## src/verilog/gcsf_defs.svh

```systemverilog
// Constants of the gauge command and status flag block.
`ifndef GCSF_DEFS_SVH
`define GCSF_DEFS_SVH

`define GCSF_ADDR_PRIMARY_FLAGS 7'h01
`define GCSF_ADDR_TEMP_GAUGE 7'h02
`define GCSF_CMD_DIR_BIT 7
`define GCSF_FLAG_CHARGING 7
`define GCSF_FLAG_PACK_REPLACED 6
`define GCSF_FLAG_CELL_OVERVOLT 5
`define GCSF_FLAG_CAP_STALE 4
`define GCSF_FLAG_QUAL_DISCHARGE 3
`define GCSF_FLAG_EMPTY_WARNING 1
`define GCSF_FLAGS_RESET 8'h50
`define GCSF_STALE_CHARGES 8'h40
`define GCSF_CHARGE_CNT_MAX 8'hFF
`define GCSF_SDC_LIMIT 16'h1000
`define GCSF_QUAL_CHARGE_COUNTS 9'h100
`define GCSF_TEMP_ZERO_C 4'h4
`define GCSF_TEMP_MINUS20_C 4'h2
`define GCSF_GAUGE_MAX 4'hF
`define GCSF_CLK_PERIOD_NS 8
`define GCSF_BLINK_PERIOD_NS 250000000
`define GCSF_BLINK_HALF_CYCLES ((`GCSF_BLINK_PERIOD_NS / 2) / `GCSF_CLK_PERIOD_NS)

`endif

```

## src/verilog/gcsf_pkg.sv

```systemverilog
// Types of the gauge command and status flag block.
`default_nettype none
package gcsf_pkg;

  typedef struct packed {
    logic writeNotRead;
    logic [6:0] registerSelect;
  } gcsf_cmd_type;

  typedef struct packed {
    logic chargeValid;
    logic dischargeActive;
    logic cellAboveMin;
    logic regsCorrupt;
    logic cellOvervoltage;
    logic cellBelowEmpty;
    logic emptyInhibit;
    logic validChargeEvent;
    logic chargeCountPulse;
    logic learnedUpdate;
  } gcsf_sense_type;

  typedef enum logic [1:0] {
    GCSF_CMD,
    GCSF_DATA,
    GCSF_SEND
  } gcsf_state_type;

endpackage : gcsf_pkg
`default_nettype wire
```

## src/verilog/gcsf_flags.sv

```systemverilog
// Command decode, primary flags and temperature/gauge register of the charge monitor.
`default_nettype none
`include "gcsf_defs.svh"
module gcsf_flags import gcsf_pkg::*; #(
  parameter int unsigned BLINK_HALF = `GCSF_BLINK_HALF_CYCLES
) (
  // Clock and reset.
  input wire logic clk,
  input wire logic nrst,
  input wire logic softReset,
  // Serial bits in, one strobe per bit.
  input wire logic rxBitValid,
  input wire logic rxBit,
  // Serial bits out, host acknowledges each bit.
  input wire logic txBitTaken,
  output logic txActive_r,
  output logic txBit_r,
  // Measured conditions.
  input wire gcsf_sense_type sense,
  input wire logic [15:0] selfDischargeCount,
  input wire logic [7:0] availableChargeHigh,
  input wire logic [7:0] learnedFullCapacity,
  input wire logic [7:0] programmedFullCapacity,
  input wire logic useProgrammedFull,
  input wire logic [3:0] temperatureCode,
  // Results.
  output logic [4:0] ledSegments_r,
  output logic [1:0] efficiencyBand_r,
  output logic [7:0] primaryFlags_r,
  output logic [7:0] temperatureGauge_r
);
  generate
    if (BLINK_HALF < 1) begin : gBadBlink
      $error("BLINK_HALF must be at least one cycle");
    end
  endgenerate

  function automatic logic [4:0] segmentsOf(input logic [3:0] g);
    logic [6:0] scaled;
    logic [4:0] s;
    scaled = {3'b000, g} * 7'd5;
    for (int i = 0; i < 5; i++) begin
      s[i] = scaled > 7'(i * 16);
    end
    return s;
  endfunction : segmentsOf

  // Command and serial path state.
  gcsf_state_type state_r, state_nxt;
  logic [7:0] shift_r, shift_nxt;
  logic [2:0] bitCount_r, bitCount_nxt;
  logic txActive_nxt;
  logic txBit_nxt;
  gcsf_cmd_type cmd;
  logic [7:0] rxByte;
  logic byteDone;

  always_comb begin
    state_nxt = state_r;
    shift_nxt = shift_r;
    bitCount_nxt = bitCount_r;
    txActive_nxt = txActive_r;
    txBit_nxt = txBit_r;
    rxByte = {rxBit, shift_r[7:1]};
    cmd = gcsf_cmd_type'(rxByte);
    byteDone = rxBitValid && (bitCount_r == 3'd7);
    case (state_r)
      GCSF_CMD: begin
        if (rxBitValid) begin
          shift_nxt = rxByte;
          bitCount_nxt = bitCount_r + 3'd1;
        end
        if (byteDone) begin
          if (cmd.writeNotRead) begin
            state_nxt = GCSF_DATA;
          end else begin
            case (cmd.registerSelect)
              `GCSF_ADDR_PRIMARY_FLAGS: shift_nxt = primaryFlags_r;
              `GCSF_ADDR_TEMP_GAUGE: shift_nxt = temperatureGauge_r;
              default: shift_nxt = 8'h00;
            endcase
            txBit_nxt = shift_nxt[0];
            txActive_nxt = 1'b1;
            state_nxt = GCSF_SEND;
          end
        end
      end
      GCSF_DATA: begin
        if (rxBitValid) begin
          bitCount_nxt = bitCount_r + 3'd1;
        end
        // Both mapped registers are read-only, so every data byte is dropped.
        if (byteDone) begin
          state_nxt = GCSF_CMD;
        end
      end
      GCSF_SEND: begin
        if (txBitTaken) begin
          shift_nxt = {1'b0, shift_r[7:1]};
          txBit_nxt = shift_r[1];
          bitCount_nxt = bitCount_r + 3'd1;
          if (bitCount_r == 3'd7) begin
            txActive_nxt = 1'b0;
            txBit_nxt = 1'b0;
            state_nxt = GCSF_CMD;
          end
        end
      end
      default: begin
        state_nxt = GCSF_CMD;
        bitCount_nxt = 3'd0;
        txActive_nxt = 1'b0;
      end
    endcase
    if (softReset) begin
      state_nxt = GCSF_CMD;
      bitCount_nxt = 3'd0;
      txActive_nxt = 1'b0;
      txBit_nxt = 1'b0;
    end
  end

  always_ff @(posedge clk or negedge nrst) begin
    if (!nrst) begin
      state_r <= GCSF_CMD;
      shift_r <= 8'h00;
      bitCount_r <= 3'd0;
      txActive_r <= 1'b0;
      txBit_r <= 1'b0;
    end else begin
      state_r <= state_nxt;
      shift_r <= shift_nxt;
      bitCount_r <= bitCount_nxt;
      txActive_r <= txActive_nxt;
      txBit_r <= txBit_nxt;
    end
  end

  // Flag state and its event history.
  logic [7:0] primaryFlags_nxt;
  logic [7:0] chargeCount_r, chargeCount_nxt;
  logic [8:0] qualCharge_r, qualCharge_nxt;
  logic cellAboveMinPrev_r;
  logic dischargePrev_r;
  logic atFull;
  logic cold;

  always_comb begin
    primaryFlags_nxt = primaryFlags_r;
    chargeCount_nxt = chargeCount_r;
    qualCharge_nxt = qualCharge_r;
    atFull = availableChargeHigh == learnedFullCapacity;
    cold = temperatureCode < `GCSF_TEMP_ZERO_C;
    primaryFlags_nxt[`GCSF_FLAG_CHARGING] = sense.chargeValid && !sense.dischargeActive;
    primaryFlags_nxt[`GCSF_FLAG_CELL_OVERVOLT] = sense.cellOvervoltage;
    if ((atFull && !sense.dischargeActive) ||
        (sense.dischargeActive && primaryFlags_r[`GCSF_FLAG_EMPTY_WARNING])) begin
      primaryFlags_nxt[`GCSF_FLAG_PACK_REPLACED] = 1'b0;
    end
    if (sense.cellAboveMin && !cellAboveMinPrev_r && sense.regsCorrupt) begin
      primaryFlags_nxt[`GCSF_FLAG_PACK_REPLACED] = 1'b1;
    end
    if (sense.validChargeEvent && chargeCount_r != `GCSF_CHARGE_CNT_MAX) begin
      chargeCount_nxt = chargeCount_r + 8'h01;
    end
    if (sense.learnedUpdate) begin
      chargeCount_nxt = 8'h00;
      primaryFlags_nxt[`GCSF_FLAG_CAP_STALE] = 1'b0;
      primaryFlags_nxt[`GCSF_FLAG_QUAL_DISCHARGE] = 1'b0;
    end
    // The 64th charge sets the stale flag even when an update clears it in the same cycle.
    if (sense.validChargeEvent && (chargeCount_r + 8'h01) == `GCSF_STALE_CHARGES) begin
      primaryFlags_nxt[`GCSF_FLAG_CAP_STALE] = 1'b1;
    end
    if (sense.chargeCountPulse && sense.chargeValid &&
        qualCharge_r != `GCSF_QUAL_CHARGE_COUNTS) begin
      qualCharge_nxt = qualCharge_r + 9'h001;
    end
    if (qualCharge_nxt == `GCSF_QUAL_CHARGE_COUNTS) begin
      primaryFlags_nxt[`GCSF_FLAG_QUAL_DISCHARGE] = 1'b0;
    end
    if (selfDischargeCount > `GCSF_SDC_LIMIT) begin
      primaryFlags_nxt[`GCSF_FLAG_QUAL_DISCHARGE] = 1'b0;
    end
    if (sense.validChargeEvent) begin
      primaryFlags_nxt[`GCSF_FLAG_EMPTY_WARNING] = 1'b0;
    end
    if (sense.cellBelowEmpty && !sense.emptyInhibit) begin
      primaryFlags_nxt[`GCSF_FLAG_EMPTY_WARNING] = 1'b1;
      if (!primaryFlags_r[`GCSF_FLAG_EMPTY_WARNING] && cold) begin
        primaryFlags_nxt[`GCSF_FLAG_QUAL_DISCHARGE] = 1'b0;
      end
    end
    if (sense.dischargeActive && !dischargePrev_r && atFull) begin
      primaryFlags_nxt[`GCSF_FLAG_QUAL_DISCHARGE] = 1'b1;
      qualCharge_nxt = 9'h000;
    end
    if (softReset) begin
      primaryFlags_nxt[`GCSF_FLAG_PACK_REPLACED] = 1'b1;
      primaryFlags_nxt[`GCSF_FLAG_CAP_STALE] = 1'b1;
      primaryFlags_nxt[`GCSF_FLAG_QUAL_DISCHARGE] = 1'b0;
      chargeCount_nxt = 8'h00;
    end
    primaryFlags_nxt[2] = 1'b0;
    primaryFlags_nxt[0] = 1'b0;
  end

  always_ff @(posedge clk or negedge nrst) begin
    if (!nrst) begin
      primaryFlags_r <= `GCSF_FLAGS_RESET;
      chargeCount_r <= 8'h00;
      qualCharge_r <= 9'h000;
      cellAboveMinPrev_r <= 1'b0;
      dischargePrev_r <= 1'b0;
    end else begin
      primaryFlags_r <= primaryFlags_nxt;
      chargeCount_r <= chargeCount_nxt;
      qualCharge_r <= qualCharge_nxt;
      cellAboveMinPrev_r <= sense.cellAboveMin;
      dischargePrev_r <= sense.dischargeActive;
    end
  end

  // Temperature, gauge and display.
  logic [3:0] gauge;
  logic [7:0] fullReference;
  logic [31:0] blinkCount_r, blinkCount_nxt;
  logic blinkPhase_r, blinkPhase_nxt;
  logic [4:0] ledSegments_nxt;
  logic [1:0] efficiencyBand_nxt;
  logic [7:0] temperatureGauge_nxt;

  assign fullReference = useProgrammedFull ? programmedFullCapacity : learnedFullCapacity;

  gcsf_gauge uGauge (
    .clk(clk),
    .nrst(nrst),
    .availableChargeHigh(availableChargeHigh),
    .fullReference(fullReference),
    .temperatureCode(temperatureCode),
    .gauge_r(gauge)
  );

  always_comb begin
    temperatureGauge_nxt = {temperatureCode, gauge};
    // Band 0 below 0 C, band 1 from 0 C to below 40 C, band 2 from 40 C.
    if (temperatureCode < `GCSF_TEMP_ZERO_C) begin
      efficiencyBand_nxt = 2'd0;
    end else if (temperatureCode < 4'h8) begin
      efficiencyBand_nxt = 2'd1;
    end else begin
      efficiencyBand_nxt = 2'd2;
    end
    blinkCount_nxt = blinkCount_r + 32'd1;
    blinkPhase_nxt = blinkPhase_r;
    if (blinkCount_r >= BLINK_HALF - 1) begin
      blinkCount_nxt = 32'd0;
      blinkPhase_nxt = !blinkPhase_r;
    end
    ledSegments_nxt = segmentsOf(gauge);
    if (primaryFlags_r[`GCSF_FLAG_EMPTY_WARNING]) begin
      ledSegments_nxt[0] = blinkPhase_r;
    end
  end

  always_ff @(posedge clk or negedge nrst) begin
    if (!nrst) begin
      temperatureGauge_r <= 8'h00;
      efficiencyBand_r <= 2'd0;
      blinkCount_r <= 32'd0;
      blinkPhase_r <= 1'b0;
      ledSegments_r <= 5'h00;
    end else begin
      temperatureGauge_r <= temperatureGauge_nxt;
      efficiencyBand_r <= efficiencyBand_nxt;
      blinkCount_r <= blinkCount_nxt;
      blinkPhase_r <= blinkPhase_nxt;
      ledSegments_r <= ledSegments_nxt;
    end
  end
endmodule : gcsf_flags
`default_nettype wire

```

## src/verilog/gcsf_gauge.sv

```systemverilog
// Available capacity in sixteenths, with cold temperature derating.
`default_nettype none
`include "gcsf_defs.svh"
module gcsf_gauge import gcsf_pkg::*; (
  // Clock and reset.
  input wire logic clk,
  input wire logic nrst,
  // Inputs to the calculation.
  input wire logic [7:0] availableChargeHigh,
  input wire logic [7:0] fullReference,
  input wire logic [3:0] temperatureCode,
  // Result.
  output logic [3:0] gauge_r
);
  logic [3:0] gauge_nxt;
  logic [11:0] scaled;
  logic [11:0] quotient;

  always_comb begin
    scaled = {availableChargeHigh, 4'h0};
    if (temperatureCode < `GCSF_TEMP_MINUS20_C) begin
      scaled = {1'b0, scaled[11:1]};
    end else if (temperatureCode < `GCSF_TEMP_ZERO_C) begin
      scaled = scaled - {2'b00, scaled[11:2]};
    end
    quotient = (fullReference == 8'h00) ? 12'h000 : scaled / {4'h0, fullReference};
    gauge_nxt = (quotient > {8'h00, `GCSF_GAUGE_MAX}) ? `GCSF_GAUGE_MAX : quotient[3:0];
  end

  always_ff @(posedge clk or negedge nrst) begin
    if (!nrst) begin
      gauge_r <= 4'h0;
    end else begin
      gauge_r <= gauge_nxt;
    end
  end
endmodule : gcsf_gauge
`default_nettype wire

```

## config.mk

```make
export PLATFORM = sky130hd
export DESIGN_NAME = gcsf_flags
export DESIGN_NICKNAME = d
export VERILOG_FILES = /design/src/verilog/gcsf_pkg.sv /design/src/verilog/gcsf_flags.sv /design/src/verilog/gcsf_gauge.sv
export VERILOG_INCLUDE_DIRS = /design/src /design/src/verilog
export SDC_FILE = /design/constraint.sdc
export NUM_CORES = 1
export LEC_CHECK = 0
export ABC_AREA = 1
export BUFFER_PORTS_ARGS = -buffer_cell sky130_fd_sc_hd__buf_2
export CAP_MARGIN = 20
export CORE_MARGIN = 2
export CORE_UTILIZATION = 40
export CTS_BUF_LIST = sky130_fd_sc_hd__clkbuf_4 sky130_fd_sc_hd__clkbuf_8
export CTS_CLUSTER_DIAMETER = 30
export CTS_CLUSTER_SIZE = 28
export DETAILED_ROUTE_END_ITERATION = 8
export PLACE_DENSITY = 0.69
export SYNTH_ARGS = -nofsm -noshare
export SYNTH_HDL_FRONTEND = slang
export SYNTH_HIERARCHICAL = 1
export SYNTH_SLANG_ARGS = --single-unit
export TNS_END_PERCENT = 50
```

## constraint.sdc

```tcl
create_clock -name clk -period 2.3 [get_ports clk]
set_input_delay 0.115 -clock clk [delete_from_list [all_inputs] [get_ports clk]]
set_output_delay 0.115 -clock clk [all_outputs]
set_load 0.02 [all_outputs]
```

==> flow_summary.ini <==
[global_route]
gr-total-overflow = 0
grtUsageTotal_pct = 20.80
grt_pass1_wl_mm = 39.35
antenna_found_initial = 0
grt_pass1_vias = 8875
grt_max_degree = 47

[final_layout]
diodes = 0
drive_above_1_share_pct = 35.72
syn2layout_area_growth_pct = 44.35
fillerInstances = 1868
regArea_um2 = 2280
design_area_um2 = 12490
nets = 1776
final_core_utilization_pct = 59.03
multi_input_area_um2 = 6153

[hold_path]
hp-class = in2reg
hold_start = temperatureCode[3]

[sta]
fin_crit_sh_pct = 706.4
whs_ps = 15.72
hold_viol = 0
rsz0062_at_grt = true
max_clock_freq_mhz = 61.55
finalMaxSlewViolations = 0
slew_headroom_pct = 61.00
worst_slack_ps = -13950
skew_ps = 16.11
setup_viol = 4
tightest_slew_ps = 585.0
period_needed_ps = 16250

[route]
drt-initial-drc-count = 439
routed_wl_mm = 24.26
ant_nets = 0
drc_errors = 0
wl_per_cell_um = 12.72
vias = 9340
first_pass_iters = 5
routed_via_density = 4.898

[critical_path]
reg2reg_from = blinkCount_r[0]
critPathKind = in2reg
reg2reg_depth = 10
crit_path_max_fanout = 8
path_common_cell = nand2_2
rr_endpoint = blinkCount_r[12]
startpoint_type = input pin
slowest_delay_ps = 310
endpoint = uGauge/gauge_r[0]
crit_required_ps = 2550
cp_data_arrival_time_ps = 16500
timing.critical_path.to_type = flop
crit_slowest_cell = ha_1
timing.critical_path.from = availableChargeHigh[4]
r2r_slack_ps = 450

[placement]
dpl.hpwl_mm = 18.48
post_dp_cell_area_um2 = 11420
portBuffers = 83
post-place-ws_ps = -14340
gp_congestion = 0.8942

[synthesis]
ys_seq_area_share_pct = 26.35
yosysMostFrequentCell = nand2_1
synthSimpleGateAreaFrac_pct = 32.30
synthXorXnorAreaFrac_pct = 6.277
synthTopCellsByCount = nand2_1 (293), inv_1 (181), nor2_1 (101)
synth_cell_types = 59
synthTopCellsByArea = dfrtp_1 (26%), nand2_1 (13%), ha_1 (12%)
async_reset_ff_share_pct = 100.0
synth_top_family_by_area = simple AND/OR/NAND/NOR gates
synth-compound-area-share_pct = 12.86
synth_top_flop_cell = dfrtp_1
synthCells = 1239
syn_avg_cell_area_um2 = 6.982
yosys.area.top_type = dfrtp_1
synth-edff-count = 0
synth_mux_area_share_pct = 0
synth_top_area_share_pct = 25.74
ys_warn_count = 6
netlist_area_um2 = 8651
ys_seq_elements = 91
synthAdderAreaFrac_pct = 12.90

[floorplanning]
design.core.area_um2 = 21150
die_h_um = 151.1
boundaryPins = 86
rows = 53
initial_utilization_pct = 40.89
die-area_um2 = 22820
die_w_um = 151.1

[run_status]
violations = setup timing
status = finished, violations left

[clock_network]
cts_root_buf = clkbuf_8
cts.path.max_buffers = 2
cts_tree = built
numCtsBuffers = 9
cts_sinks = 91
clk_latency_ps = 370
cts_max_level = 3
clk_pin_slew_ps = 100

[flow_run]
cap_viol_max_count = 0
placed cells by master (no fill, tap or decap), types with 5 or more instances in the layout:
cell type,instances
a21oi_2,13
nand2_1,263
clkbuf_8,9
nand2_4,10
nor2_2,12
ha_1,72
nand3_2,13
xor2_1,34
nand2_2,37
nand4_1,17
buf_2,76
xnor2_1,28
nor2_1,96
inv_2,21
dlygate4sd3_1,12
buf_6,5
buf_4,282
conb_1,10
a21o_1,10
nor3_1,14
nand3_1,79
or2_2,20
inv_1,163
o21ai_2,20
o21ai_1,20
o21ai_0,53
o21bai_1,5
a21oi_1,40
ha_4,14
nor2_4,9
dfrtp_1,89
o22ai_1,6
area by class of cell:
class / instances / area share, %
Tap cell: 275 / 2.756
Timing Repair Buffer: 379 / 21.97
Multi-Input combinational cell: 954 / 49.28
Sequential cell: 91 / 18.26
Clock buffer: 10 / 1.052
Inverter: 192 / 6.112
Clock inverter: 6 / 0.5711
sequential cells by signal, summed over array words and instances, names as in the netlist:
name / count
txActive_r: 1
efficiencyBand_r: 2
uGauge/gauge_r: 4
qualCharge_r: 9
shift_r: 7
blinkPhase_r: 1
bitCount_r: 3
cellAboveMinPrev_r: 1
txBit_r: 1
dischargePrev_r: 1
temperatureGauge_r: 8
blinkCount_r: 32
state_r: 2
chargeCount_r: 8
ledSegments_r: 5
primaryFlags_r: 6
critical path, delay by kind of cell:
| kind | cells | cell delay, ps |
|---|---|---|
| buffers and inverters | 23 | 1510 |
| adders and majority gates | 14 | 3690 |
| AOI/OAI and AO/OA | 44 | 6030 |
| and+or+nand+nor | 56 | 5130 |
kinds of logic after synthesis:
| logic type | count (synthesis) |
|---|---|
| DFF | 91 |
| and+or+nand+nor | 595 |
| other | 1 |
| adders and majority gates | 88 |
| xor gates and xnor gates | 62 |
| AOI/OAI and AO/OA | 198 |
| buffers and inverters | 204 |
how the worst min path moves through the flow:
| stage | cells past startpoint | end |
|---|---|---|
| after global routing | 2 | efficiencyBand_r[1] |
| final | 2 | temperatureGauge_r[7] |
| after global placement | 1 | chargeCount_r[4] |
| after CTS | 2 | temperatureGauge_r[7] |
| after floorplan | 0 | bitCount_r[0] |
| after detailed placement | 1 | chargeCount_r[4] |
routing by layer:
metal	GRT usage [%]	part of all wire, %	up-vias
met4	4.439	1.7	0
met3	1.837	3.5	38
li1	-	-	4798
met2	37.73	50	199
met1	26.91	45	4305
met5	0	0	-
per-stage QoR:
stage,setup TNS (ps),std cells
floorplan,-47870,1248
global placement,-47600,1839
detailed placement,-50070,1839
CTS,-46480,1879
global route,-53330,1907
finish,-48810,1907
what timing repair did:
| action | in CTS | in global routing |
|---|---|---|
| gates cloned | 1 | 0 |
| endpoints found under the hold margin | 54 | 0 |
| setup endpoints to repair | 4 | 4 |
| pin swaps | 31 | 103 |
| buffers inserted | 11 | 28 |
| gates resized for setup | 25 | 96 |
| hold buffers | 12 | 0 |
Power is not shown: default switching activity piles up to over one toggle a cycle in this logic, so the estimate is an artifact.
